**src/pit_pkg.sv**
```systemverilog
// Purpose: Shared constants and types for the prescaled interval timer
// Assumes: AXI4-Lite register access, 32-bit data, single clock domain
// Notes:   Register offsets are byte addresses
//
// How it works
// - Sixteen-bit down counter, one step per tick
// - Zero reached raises interrupt when enable and mask set
// - No reload: stop at zero until written
// - Count write loads counter and period together
// - Reload: zero reloads period, repeats forever
// - Stop, restart, reload anytime; live count read
// - Stop/start error at most one tick
// - Reset clears control, count and counter
// - Reset alone never raises interrupt
// - Period register not cleared by reset
// - Count enable gates ticks, else hold
// - Divider select picks one of sixteen rates
// - Control disable bit stops timer and prescaler
// - Power control bit 4 also stops timer
package pit_pkg;
    localparam int           PIT_CNT_W        = 16;
    localparam int           PIT_PRE_W        = 17;
    localparam logic [7:0]   PIT_OFS_CTRL     = 8'h00;
    localparam logic [7:0]   PIT_OFS_COUNT    = 8'h04;
    localparam logic [7:0]   PIT_OFS_POWER    = 8'h08;
    localparam logic [7:0]   PIT_OFS_IRQ_EN   = 8'h0c;
    localparam logic [7:0]   PIT_OFS_STATUS   = 8'h10;
    localparam logic [7:0]   PIT_OFS_MASK     = 8'h14;
    localparam logic [7:0]   PIT_OFS_VECTOR   = 8'h18;
    // Control layout: [3:0] divider select, [4] reload, [5] count enable, [6] disable
    localparam int           PIT_CTL_SEL_LO   = 0;
    localparam int           PIT_CTL_RELOAD   = 4;
    localparam int           PIT_CTL_ENABLE   = 5;
    localparam int           PIT_CTL_DISABLE  = 6;
    localparam int           PIT_PWR_TIMEROFF = 4;
    localparam int           PIT_IEN_TIMER    = 8;
    localparam logic [6:0]   PIT_CTL_RESET    = 7'h00;
    localparam logic [15:0]  PIT_CNT_RESET    = 16'h0000;
    localparam logic [15:0]  PIT_VECTOR_ADDR  = 16'h0008;
    localparam logic [1:0]   PIT_RESP_OKAY    = 2'b00;
    localparam logic [1:0]   PIT_RESP_SLVERR  = 2'b10;

    typedef struct packed {
        logic        disable_bit;
        logic        count_enable_bit;
        logic        reload_bit;
        logic [3:0]  clock_divider_select;
    } pit_ctrl_type;

    typedef struct packed {
        logic        load;
        logic [15:0] value;
    } pit_load_type;
endpackage

```
**src/pit_counter.sv**
```systemverilog
// Purpose: Sixteen-bit down counter with period register
// Assumes: Tick is a one-cycle pulse
// Notes:   Period register is deliberately not reset
`timescale 1ns/100ps
module pit_counter
    import pit_pkg::*;
#(
    parameter int CNT_W = PIT_CNT_W
)
(
    input  wire logic             aclk,
    input  wire logic             aresetn,
    input  wire pit_load_type     load,
    input  wire logic             tick,
    input  wire logic             reload_mode,
    output logic [CNT_W-1:0]      count,
    output logic                  zero_event
);
    typedef enum logic [0:0] {
        PIT_IDLE   = 1'b0,
        PIT_ACTIVE = 1'b1
    } pit_state_type;

    pit_state_type    state_reg;
    logic [CNT_W-1:0] count_reg;
    logic [CNT_W-1:0] period_reg;
    logic             hit;

    assign count      = count_reg;
    assign hit        = (state_reg == PIT_ACTIVE) && tick && (count_reg == CNT_W'(1));
    assign zero_event = hit;

    always_ff @(posedge aclk) begin
        if (load.load) begin
            period_reg <= load.value[CNT_W-1:0];
        end
    end

    always_ff @(posedge aclk) begin
        if (!aresetn) begin
            count_reg <= CNT_W'(PIT_CNT_RESET);
            state_reg <= PIT_IDLE;
        end else if (load.load) begin
            count_reg <= load.value[CNT_W-1:0];
            state_reg <= (load.value == PIT_CNT_RESET) ? PIT_IDLE : PIT_ACTIVE;
        end else begin
            unique case (state_reg)
                PIT_IDLE: begin
                    state_reg <= PIT_IDLE;
                end
                PIT_ACTIVE: begin
                    if (hit && reload_mode && period_reg != '0) begin
                        count_reg <= period_reg;
                    end else if (hit) begin
                        count_reg <= '0;
                        state_reg <= PIT_IDLE;
                    end else if (tick) begin
                        count_reg <= count_reg - CNT_W'(1);
                    end
                end
            endcase
        end
    end
endmodule // pit_counter

```
**src/pit_prescaler.sv**
```systemverilog
// Purpose: Binary prescaler producing a one-cycle tick
// Assumes: Single clock, synchronous active-low reset
// Notes:   Held cleared while stopped, so restart costs at most one period
`timescale 1ns/100ps
module pit_prescaler
    import pit_pkg::*;
(
    input  wire logic        aclk,
    input  wire logic        aresetn,
    input  wire logic        run,
    input  wire logic [3:0]  select,
    output logic             tick
);
    logic [PIT_PRE_W-1:0] div_reg;
    logic [PIT_PRE_W-1:0] terminal;

    // Code k ends a period every 2^(k+1) clocks
    assign terminal = PIT_PRE_W'((PIT_PRE_W'(2) << select) - PIT_PRE_W'(1));
    assign tick     = run && (div_reg >= terminal);

    always_ff @(posedge aclk) begin
        if (!aresetn || !run) begin
            div_reg <= '0;
        end else if (tick) begin
            div_reg <= '0;
        end else begin
            div_reg <= div_reg + PIT_PRE_W'(1);
        end
    end
endmodule // pit_prescaler

```
**src/pit_timer.sv**
```systemverilog
// Purpose: Prescaled interval timer with AXI4-Lite registers and interrupt
// Assumes: One clock, synchronous active-low reset, one access each way at a time
// Notes:   Live count readable at any time
`timescale 1ns/100ps
module pit_timer
    import pit_pkg::*;
(
    input  wire logic         aclk,
    input  wire logic         aresetn,
    input  wire logic [7:0]   s_axi_awaddr,
    input  wire logic [2:0]   s_axi_awprot,
    input  wire logic         s_axi_awvalid,
    output logic              s_axi_awready,
    input  wire logic [31:0]  s_axi_wdata,
    input  wire logic [3:0]   s_axi_wstrb,
    input  wire logic         s_axi_wvalid,
    output logic              s_axi_wready,
    output logic [1:0]        s_axi_bresp,
    output logic              s_axi_bvalid,
    input  wire logic         s_axi_bready,
    input  wire logic [7:0]   s_axi_araddr,
    input  wire logic [2:0]   s_axi_arprot,
    input  wire logic         s_axi_arvalid,
    output logic              s_axi_arready,
    output logic [31:0]       s_axi_rdata,
    output logic [1:0]        s_axi_rresp,
    output logic              s_axi_rvalid,
    input  wire logic         s_axi_rready,
    output logic              irq,
    output logic              vector_valid,
    output logic [15:0]       vector_addr
);
    function automatic logic mapped(input logic [7:0] a);
        return a == PIT_OFS_CTRL || a == PIT_OFS_COUNT || a == PIT_OFS_POWER ||
               a == PIT_OFS_IRQ_EN || a == PIT_OFS_STATUS || a == PIT_OFS_MASK ||
               a == PIT_OFS_VECTOR;
    endfunction

    pit_ctrl_type    ctrl_reg;
    logic            power_off_reg;
    logic            irq_en_reg;
    logic            status_reg;
    logic            mask_reg;
    logic            vector_valid_reg;
    logic [7:0]      awaddr_reg;
    logic [31:0]     wdata_reg;
    logic [3:0]      wstrb_reg;
    logic            aw_have_reg;
    logic            w_have_reg;
    logic            bvalid_reg;
    logic [1:0]      bresp_reg;
    logic            rvalid_reg;
    logic [31:0]     rdata_reg;
    logic [1:0]      rresp_reg;
    logic            wr_fire;
    logic            rd_fire;
    logic            run;
    logic            tick;
    logic            zero_event;
    logic            timer_event;
    logic            status_clear;
    logic [15:0]     count;
    pit_load_type    load;

    assign s_axi_awready = !aw_have_reg && !bvalid_reg;
    assign s_axi_wready  = !w_have_reg && !bvalid_reg;
    assign s_axi_bvalid  = bvalid_reg;
    assign s_axi_bresp   = bresp_reg;
    assign s_axi_arready = !rvalid_reg;
    assign s_axi_rvalid  = rvalid_reg;
    assign s_axi_rdata   = rdata_reg;
    assign s_axi_rresp   = rresp_reg;
    assign wr_fire       = aw_have_reg && w_have_reg && !bvalid_reg;
    assign rd_fire       = s_axi_arvalid && !rvalid_reg;

    // Either shutdown path stops the prescaler and so the counter
    assign run = ctrl_reg.count_enable_bit && !ctrl_reg.disable_bit
                 && !power_off_reg;

    assign load.load  = wr_fire && awaddr_reg == PIT_OFS_COUNT && (&wstrb_reg[1:0]);
    assign load.value = wdata_reg[15:0];

    // Counter runs regardless of enable; only the raised interrupt is gated
    assign timer_event  = zero_event && irq_en_reg;
    assign status_clear = rd_fire && s_axi_araddr == PIT_OFS_STATUS;
    assign irq          = status_reg && mask_reg;
    assign vector_valid = vector_valid_reg;
    assign vector_addr  = PIT_VECTOR_ADDR;

    pit_prescaler u_prescaler (
        .aclk    (aclk),
        .aresetn (aresetn),
        .run     (run),
        .select  (ctrl_reg.clock_divider_select),
        .tick    (tick)
    );

    pit_counter #(.CNT_W(PIT_CNT_W)) u_counter (
        .aclk        (aclk),
        .aresetn     (aresetn),
        .load        (load),
        .tick        (tick),
        .reload_mode (ctrl_reg.reload_bit),
        .count       (count),
        .zero_event  (zero_event)
    );

    // Write channel capture, address and data in either order
    always_ff @(posedge aclk) begin
        if (!aresetn) begin
            aw_have_reg <= 1'b0;
            w_have_reg  <= 1'b0;
            awaddr_reg  <= 8'h00;
            wdata_reg   <= 32'h0000_0000;
            wstrb_reg   <= 4'h0;
        end else begin
            if (s_axi_awvalid && s_axi_awready) begin
                aw_have_reg <= 1'b1;
                awaddr_reg  <= s_axi_awaddr;
            end else if (wr_fire) begin
                aw_have_reg <= 1'b0;
            end
            if (s_axi_wvalid && s_axi_wready) begin
                w_have_reg <= 1'b1;
                wdata_reg  <= s_axi_wdata;
                wstrb_reg  <= s_axi_wstrb;
            end else if (wr_fire) begin
                w_have_reg <= 1'b0;
            end
        end
    end

    always_ff @(posedge aclk) begin
        if (!aresetn) begin
            bvalid_reg <= 1'b0;
            bresp_reg  <= PIT_RESP_OKAY;
        end else if (wr_fire) begin
            bvalid_reg <= 1'b1;
            bresp_reg  <= mapped(awaddr_reg) ? PIT_RESP_OKAY : PIT_RESP_SLVERR;
        end else if (s_axi_bready) begin
            bvalid_reg <= 1'b0;
        end
    end

    // Control, power, interrupt enable and mask registers
    always_ff @(posedge aclk) begin
        if (!aresetn) begin
            ctrl_reg      <= PIT_CTL_RESET;
            power_off_reg <= 1'b0;
            irq_en_reg    <= 1'b0;
            mask_reg      <= 1'b0;
        end else if (wr_fire && wstrb_reg[0]) begin
            unique case (awaddr_reg)
                PIT_OFS_CTRL:   ctrl_reg      <= wdata_reg[PIT_CTL_DISABLE:PIT_CTL_SEL_LO];
                PIT_OFS_POWER:  power_off_reg <= wdata_reg[PIT_PWR_TIMEROFF];
                PIT_OFS_MASK:   mask_reg      <= wdata_reg[0];
                default: ;
            endcase
            if (awaddr_reg == PIT_OFS_IRQ_EN && wstrb_reg[1]) begin
                irq_en_reg <= wdata_reg[PIT_IEN_TIMER];
            end
        end else if (wr_fire && awaddr_reg == PIT_OFS_IRQ_EN && wstrb_reg[1]) begin
            irq_en_reg <= wdata_reg[PIT_IEN_TIMER];
        end
    end

    // Sticky status; a new event beats the read clear
    always_ff @(posedge aclk) begin
        if (!aresetn) begin
            status_reg       <= 1'b0;
            vector_valid_reg <= 1'b0;
        end else begin
            vector_valid_reg <= timer_event;
            if (timer_event) begin
                status_reg <= 1'b1;
            end else if (status_clear) begin
                status_reg <= 1'b0;
            end
        end
    end

    // Read channel, count sampled live at the address handshake
    always_ff @(posedge aclk) begin
        if (!aresetn) begin
            rvalid_reg <= 1'b0;
            rdata_reg  <= 32'h0000_0000;
            rresp_reg  <= PIT_RESP_OKAY;
        end else if (rd_fire) begin
            rvalid_reg <= 1'b1;
            rresp_reg  <= mapped(s_axi_araddr) ? PIT_RESP_OKAY : PIT_RESP_SLVERR;
            unique case (s_axi_araddr)
                PIT_OFS_CTRL:   rdata_reg <= 32'(ctrl_reg);
                PIT_OFS_COUNT:  rdata_reg <= 32'(count);
                PIT_OFS_POWER:  rdata_reg <= 32'(power_off_reg) << PIT_PWR_TIMEROFF;
                PIT_OFS_IRQ_EN: rdata_reg <= 32'(irq_en_reg) << PIT_IEN_TIMER;
                PIT_OFS_STATUS: rdata_reg <= 32'(status_reg);
                PIT_OFS_MASK:   rdata_reg <= 32'(mask_reg);
                PIT_OFS_VECTOR: rdata_reg <= 32'(PIT_VECTOR_ADDR);
                default:        rdata_reg <= 32'h0000_0000;
            endcase
        end else if (s_axi_rready) begin
            rvalid_reg <= 1'b0;
        end
    end
endmodule // pit_timer

```
**config.mk**
```make
export PLATFORM = sky130hd
export DESIGN_NAME = pit_timer
export DESIGN_NICKNAME = d
export VERILOG_FILES = /design/src/pit_pkg.sv /design/src/pit_counter.sv /design/src/pit_prescaler.sv /design/src/pit_timer.sv
export SDC_FILE = /design/constraint.sdc
export NUM_CORES = 1
export LEC_CHECK = 0
export CAP_MARGIN = 20
export CELL_PAD_IN_SITES_DETAIL_PLACEMENT = 1
export CELL_PAD_IN_SITES_GLOBAL_PLACEMENT = 2
export CORE_MARGIN = 5
export CORE_UTILIZATION = 30
export CTS_CLUSTER_SIZE = 20
export DETAILED_ROUTE_END_ITERATION = 6
export DONT_BUFFER_PORTS = 1
export GPL_TIMING_DRIVEN = 0
export PLACE_DENSITY_LB_ADDON = 0.3
export SYNTH_ARGS = -nofsm -noshare
export SYNTH_HDL_FRONTEND = slang
export SYNTH_HIERARCHICAL = 1
export SYNTH_SLANG_ARGS = --single-unit
```
**constraint.sdc**
```tcl
create_clock -name aclk -period 7.2 [get_ports aclk]
set_input_delay 0.36 -clock aclk [delete_from_list [all_inputs] [get_ports aclk]]
set_output_delay 0.36 -clock aclk [all_outputs]
set_load 0.02 [all_outputs]
```
# Word-level counts from Yosys, hierarchy flattened
# Cells that the tools add are included.
dict set report classes {
  n_addsub 3
  n_lt_le_gt_ge 1
  n_eq_ne 14
  shift 1
  mux 25
  bitwise 1
  reduce_logical 63
}
# op count
set op_table {}
lappend op_table {{one-hot mux 16 bit (7 select lines)} 1}
lappend op_table {{2-to-1 mux 16 bit} 5}
lappend op_table {{== test 8 x 5 -> 1 bit, second input constant} 6}
lappend op_table {{== test 8 x 4 -> 1 bit, second input constant} 4}
lappend op_table {{logical AND 1 bit} 23}
lappend op_table {{adder 17 x 1 -> 17 bit, second input constant} 1}
lappend op_table {{greater-or-equal comparator 17 bit} 1}
lappend op_table {{left shift 2 x 4 -> 17 bit, first input constant} 1}
lappend op_table {{subtractor 17 x 2 -> 17 bit, second input constant} 1}
lappend op_table {{== test 16 x 1 -> 1 bit, second input constant} 1}
lappend op_table {{== test 8 x 3 -> 1 bit, second input constant} 2}
lappend op_table {{logical NOT 16 bit} 1}
lappend op_table {{logical NOT 8 bit} 2}
lappend op_table {{2-to-1 mux 1 bit} 16}
lappend op_table {{nonzero test 16 bit} 1}
lappend op_table {{subtractor 16 x 1 -> 16 bit, second input constant} 1}
lappend op_table {{nonzero test 2 bit} 7}
lappend op_table {{logical OR 1 bit} 13}
lappend op_table {{AND reduction 2 bit} 6}
lappend op_table {{logical NOT 1 bit} 8}
lappend op_table {{2-to-1 mux 2 bit} 2}
lappend op_table {{nonzero test 4 bit} 1}
lappend op_table {{!= test 2 x 1 -> 1 bit, second input constant} 1}
lappend op_table {{one-hot mux 1 bit (2 select lines)} 1}
lappend op_table {{2 further kinds} 2}
dict set report totals {
  register_bits 128
  input_bits 65
  out_inout_bits 59
  word_cells 131
}

# Depth between registers and ports, before layout
dict set report depth {
  ltp_word 11
  depth_mapped 24
  ltp_nobuf 18
}

# Modules after synthesis
# The synthesis kept the hierarchy.
# mod n_inst cells_each area_each_um2 seq_area_each_um2
set by_module_without_submodules {}
lappend by_module_without_submodules {pit_timer 1 322 2837.7 1201.2}
lappend by_module_without_submodules {pit_counter 1 193 1850.5 820.8}
lappend by_module_without_submodules {pit_prescaler 1 160 1326.3 340.3}

# Worst setup path after synthesis
# No wires, ideal clock.
dict set report synth_path {
  path_type {flip-flop to flip-flop}
  from {register ctrl_reg[0] in the netlist's numbering}
  to {register u_counter.count_reg[7], in the netlist u_counter/count[7]}
  setup_ps 126
  arrival_time_ps 4262
  required_time_ps 7074
  setup_slack_ps 2812
  stages_incl_launch_ff 25
  n_path_buf 6
  synth_period_minus_slack_ps 4388
  path_cell_list {dfxtp_1 -> clkbuf_1 -> or2_2 -> or3_1 -> ha_1 -> clkbuf_1 -> nor4_1 -> a31oi_1 -> o22a_1 -> ha_1 -> nand4_1 -> nor4_2 -> o21ai_2 -> a31oi_1 -> and2_1 -> clkbuf_1 -> nand4b_1 -> or3_1 -> buf_6 -> inv_4 -> buf_12 -> buf_12 -> nor2_1 -> o21ai_0 -> a21boi_0}
}
dict set report synth_between {
  elab_chain_cells 11
  elab_cells_between_ends 14
  cone_classes {add/sub: 1; order compare: 1; shift: 1; mux: 4; reduce/logical: 7}
}
# item line
set synth_rtl {}
lappend synth_rtl {{start, declared} pit_timer.sv:39} ;# pit_ctrl_type ctrl_reg;
lappend synth_rtl {{start signal, assigned} pit_timer.sv:154} ;# PIT_OFS_CTRL: ctrl_reg <= wdata_reg[PIT_CTL_DISABLE:PIT_CTL_SEL_LO];
lappend synth_rtl {{left shift 2 x 4 -> 17 bit *} pit_prescaler.sv:18} ;# assign terminal = PIT_PRE_W'((PIT_PRE_W'(2) << select) - PIT_PRE_W'(1));
lappend synth_rtl {{subtractor 17 x 2 -> 17 bit *} pit_prescaler.sv:18}
lappend synth_rtl {{greater-or-equal comparator 17 bit *} pit_prescaler.sv:19} ;# assign tick = run && (div_reg >= terminal);
lappend synth_rtl {{logical AND 1 bit *} pit_prescaler.sv:19}
lappend synth_rtl {{via tick} pit_timer.sv:58} ;# logic tick;
lappend synth_rtl {{logical AND 1 bit * (2 in a row)} pit_counter.sv:30} ;# assign hit = (state_reg == PIT_ACTIVE) && tick && (count_reg == CNT_W'(1));
lappend synth_rtl {{via zero_event} pit_timer.sv:59} ;# logic zero_event;
lappend synth_rtl {{logical AND 1 bit (2 in a row)} pit_counter.sv:52} ;# if (hit && reload_mode && period_reg != '0) begin
lappend synth_rtl {{2-to-1 mux 16 bit} pit_counter.sv:52}
lappend synth_rtl {{2-to-1 mux 16 bit} pit_counter.sv:47} ;# unique case (state_reg)
lappend synth_rtl {{2-to-1 mux 16 bit} pit_counter.sv:43} ;# end else if (load.load) begin
lappend synth_rtl {{end signal, assigned} pit_counter.sv:41} ;# count_reg <= CNT_W'(PIT_CNT_RESET);
lappend synth_rtl {{end signal, assigned} pit_counter.sv:44} ;# count_reg <= load.value[CNT_W-1:0];
lappend synth_rtl {{end signal, assigned} pit_counter.sv:53} ;# count_reg <= period_reg;
lappend synth_rtl {{end, declared} pit_counter.sv:25} ;# logic [CNT_W-1:0] count_reg;
# Mark *: on every way through the listed nets, which the timed path passes. The rest lies on a longest branch. The select of a mux whose other input is x is not followed.
# A chain may end at the register's enable or synchronous reset.

# Final worst setup path
dict set report layout_path {
  from {register ctrl_reg[0] in the netlist's numbering}
  to {register u_counter.count_reg[12], in the netlist u_counter/count[12]}
}
# Same word-level chain as after synthesis.

==> results.md <==
* DRT antenna net count at 0
* Clk root buf: clkbuf_16
* Post-Syn Instances at 675
* Largest fanout on the critical path at 10
* Reg clk slew, reported paths at 0.09 ns
* PostCTS Resize Cnt at 0
* Wire per inst at 17.8 um
* Status: completed
* Tot Pwr at 0.00127 W
* Fmax at 186 MHz
* Worst-margin pin slew at 0.859 ns
* Initial Utilization at 30.7%
* Vias at 4967
* Slew Viols, Final at 0
* Total Routing Usage GR at 15.6%
* Hold Path Class: input port to register
* Share of layout cells above drive strength 1 at 14.1%
* Peak VDD IR at 0.108 mV
* Chip width at 152 um
* Boundary pin count at 124
* # DRC at 0
* Worst EP arrival at 5.68 ns
* Core ar. at 19600 sq um
* Clock Latency Late Sink at 0.37 ns
* Drt first pass iters at 5
* Power Density at 187 nW/um^2
* Ys flop type: dfxtp_1
* Ys async rst share at 0%
* Synthesis-stage register bit count at 110
* Setup tns final at 0 ns
* Setup violators final at 0
* Hold-fix buffers, CTS at 0
* Initial antenna violation count at 0
* Max reg flops at 17
* Vias per std cell at 5.02
* TritonCTS buffer count at 9
* Final hold viol count at 0
* Overflow after GRT at 0
* Area of the mapped netlist at 6010 sq um
* Die Area at 23000 sq um
* Setup bufs post-CTS at 0
* Vias in the first global route at 5140
* Max-slew headroom at 42.6%
* Critical Path Start Type: register
* Final min period at 5.37 ns
* Max-cap violations at 0
* Row cnt at 51
* Clk sink count at 110
* Antenna diode count at 0
* GP Congestion at 0.828
* Unique masters post-synth at 77
* CTS tree: built
* Crit. End Element: register
* Nets at 804
* Longest Clk Path Bufs at 2
* WL final at 17600 um
* Leak at 2.51 nW
* Pin count of the biggest net entering global routing at 22
* Clk_skew at 0.0172 ns
* Hpwl dp at 13600 um
* Yosys warns at 6
* EDFF count, synth at 16
* Syn avg cell area at 8.91 sq um
* Post-synthesis sequential area ratio at 39.3%
* Area Growth Syn to Fin at 12.8%
* First-pass GRT wire length at 28000 um
* CTS H-tree depth at 3
* CP Class: register to register
* WP data required at 7.51 ns
* Fillers at 2332
* Final critical-path share of the clock period at 74.6%
* Starting DRT DRC Count at 244
* PortBufs at 0
* RSZ-0062 raised after global routing: false
* Die Ht at 152 um
==> cell families after synthesis <==
family	Yosys count	share of synthesized area, %
simple gates	277	25.3
flops	110	39.3
compound gates	125	13.8
buf+inv	89	9.13
mux	26	4.56
other cells	3	0.187
xor+xnor	25	3.64
fa+ha+maj	20	4.16
==> path summary, 6_finish.rpt <==
kind / startpoint / to / slack, ns / cells past startpoint
max: ctrl_reg[0] / u_counter/count[12] / 1.83 / 24
min: s_axi_wstrb[1] / wstrb_reg[1] / 0.13 / 2
max reg2reg: ctrl_reg[0] / u_counter/count[12] / 1.83 / 24
min reg2reg: wdata_reg[13] / u_counter/period_reg[13] / 0.47 / 0
==> worst max-delay path, cell delays in order, from the launching register on <==
cell and delay [ns]:
dfxtp_1 0.38, clkbuf_1 0.25, or2_2 0.36, or3_1 0.35, ha_1 0.19, clkbuf_1 0.21
nor4_1 0.23, a31oi_1 0.08, o22a_1 0.22, ha_1 0.31, nand4_1 0.15, nor4_2 0.34
o21ai_2 0.13, a31oi_1 0.31, and2_1 0.17, clkbuf_1 0.28, nand4b_1 0.19, or3_1 0.35
buf_6 0.15, inv_4 0.06, buf_12 0.12, buf_12 0.13, nand3_2 0.08, o211ai_2 0.10
o2111a_1 0.18
==> cell type report <==
type	count	area [sq um]	share of cell area, %
repair buffers	1	11.3	0.166
multi-input cells	508	3230	47.6
inverters	16	62.6	0.922
clock buffers	9	225	3.32
flip-flops and latches	110	2360	34.8
clock inverters	7	77.6	1.14
well taps	265	332	4.89
plain buffers	73	487	7.17
==> synth_stat cells, types with 3 or more instances <==
cell type	count	share of area (%)
a21boi_0	29	3.6
a21oi_1	25	2.1
a31oi_1	7	0.73
and2_1	7	0.73
and3_1	7	0.73
and3_2	5	0.62
buf_12	3	1.0
buf_2	3	0.25
buf_4	34	4.2
buf_6	3	0.56
clkbuf_1	25	1.6
conb_1	3	0.19
dfxtp_1	94	31
edfxtp_1	16	8.0
ha_1	20	4.2
inv_1	15	0.94
mux2i_1	24	4.0
nand2_1	93	5.8
nand2b_1	4	0.42
nand3_1	26	2.2
nand3b_1	5	0.62
nand4_1	17	1.8
nor2_1	24	1.5
nor2_2	10	1.0
nor2b_1	8	0.83
nor3_1	23	1.9
nor3_2	3	0.50
nor3b_1	3	0.37
nor4_1	13	1.4
nor4_4	3	1.1
o211ai_1	4	0.50
o21a_1	4	0.50
o21ai_0	25	2.1
o22ai_1	3	0.31
o31ai_1	5	0.62
or3_1	7	0.73
or4_1	3	0.37
xnor2_1	11	1.6
xor2_1	14	2.0
==> stage by stage <==
step / util (%) / instance area (sq um) / std cells / hold WS, ns / worst slack (ns)
finish: 34.6 / 6790 / 989 / 0.130 / 1.83
global route: 34.6 / 6790 / 989 / 0.122 / 1.60
CTS: 34.6 / 6790 / 989 / 0.117 / 1.84
detailed placement: 33.1 / 6480 / 973 / 0.449 / 1.91
global placement: 33.0 / 6470 / 972 / 0.439 / 1.96
floorplan: - / 6130 / 707 / 0.421 / 2.81
==> cell usage in the layout (no fill, tap or decap), types with 20 or more instances in the layout <==
cell       n
a21boi_0  29
a21oi_1   25
buf_4     34
clkbuf_1  25
conb_1    35
dfxtp_1   94
ha_1      20
mux2i_1   24
nand2_1   93
nand3_1   26
nor2_1    24
nor3_1    22
o21ai_0   25
==> report_power, final <==
group / switching (W) / internal, W / total (W)
logic: 0.0000634 / 0.0000392 / 0.000103
clock network: 0.000265 / 0.000248 / 0.000513
registers: 0.0000179 / 0.000635 / 0.000653
total: 0.000347 / 0.000922 / 0.00127
==> metal layers <==
| metal | part of all wire [%] | routed length (um) | global-route usage [%] | up-vias |
|---|---|---|---|---|
| met4 | 1.0 | 182 | 3.68 | 0 |
| met5 | 0 | 0 | 0 | - |
| li1 | - | - | - | 2425 |
| met2 | 42 | 7330 | 22.9 | 151 |
| met3 | 7.5 | 1330 | 4.05 | 11 |
| met1 | 50 | 8780 | 22.8 | 2380 |
No activity file was read; power rests on OpenSTA's default activity.
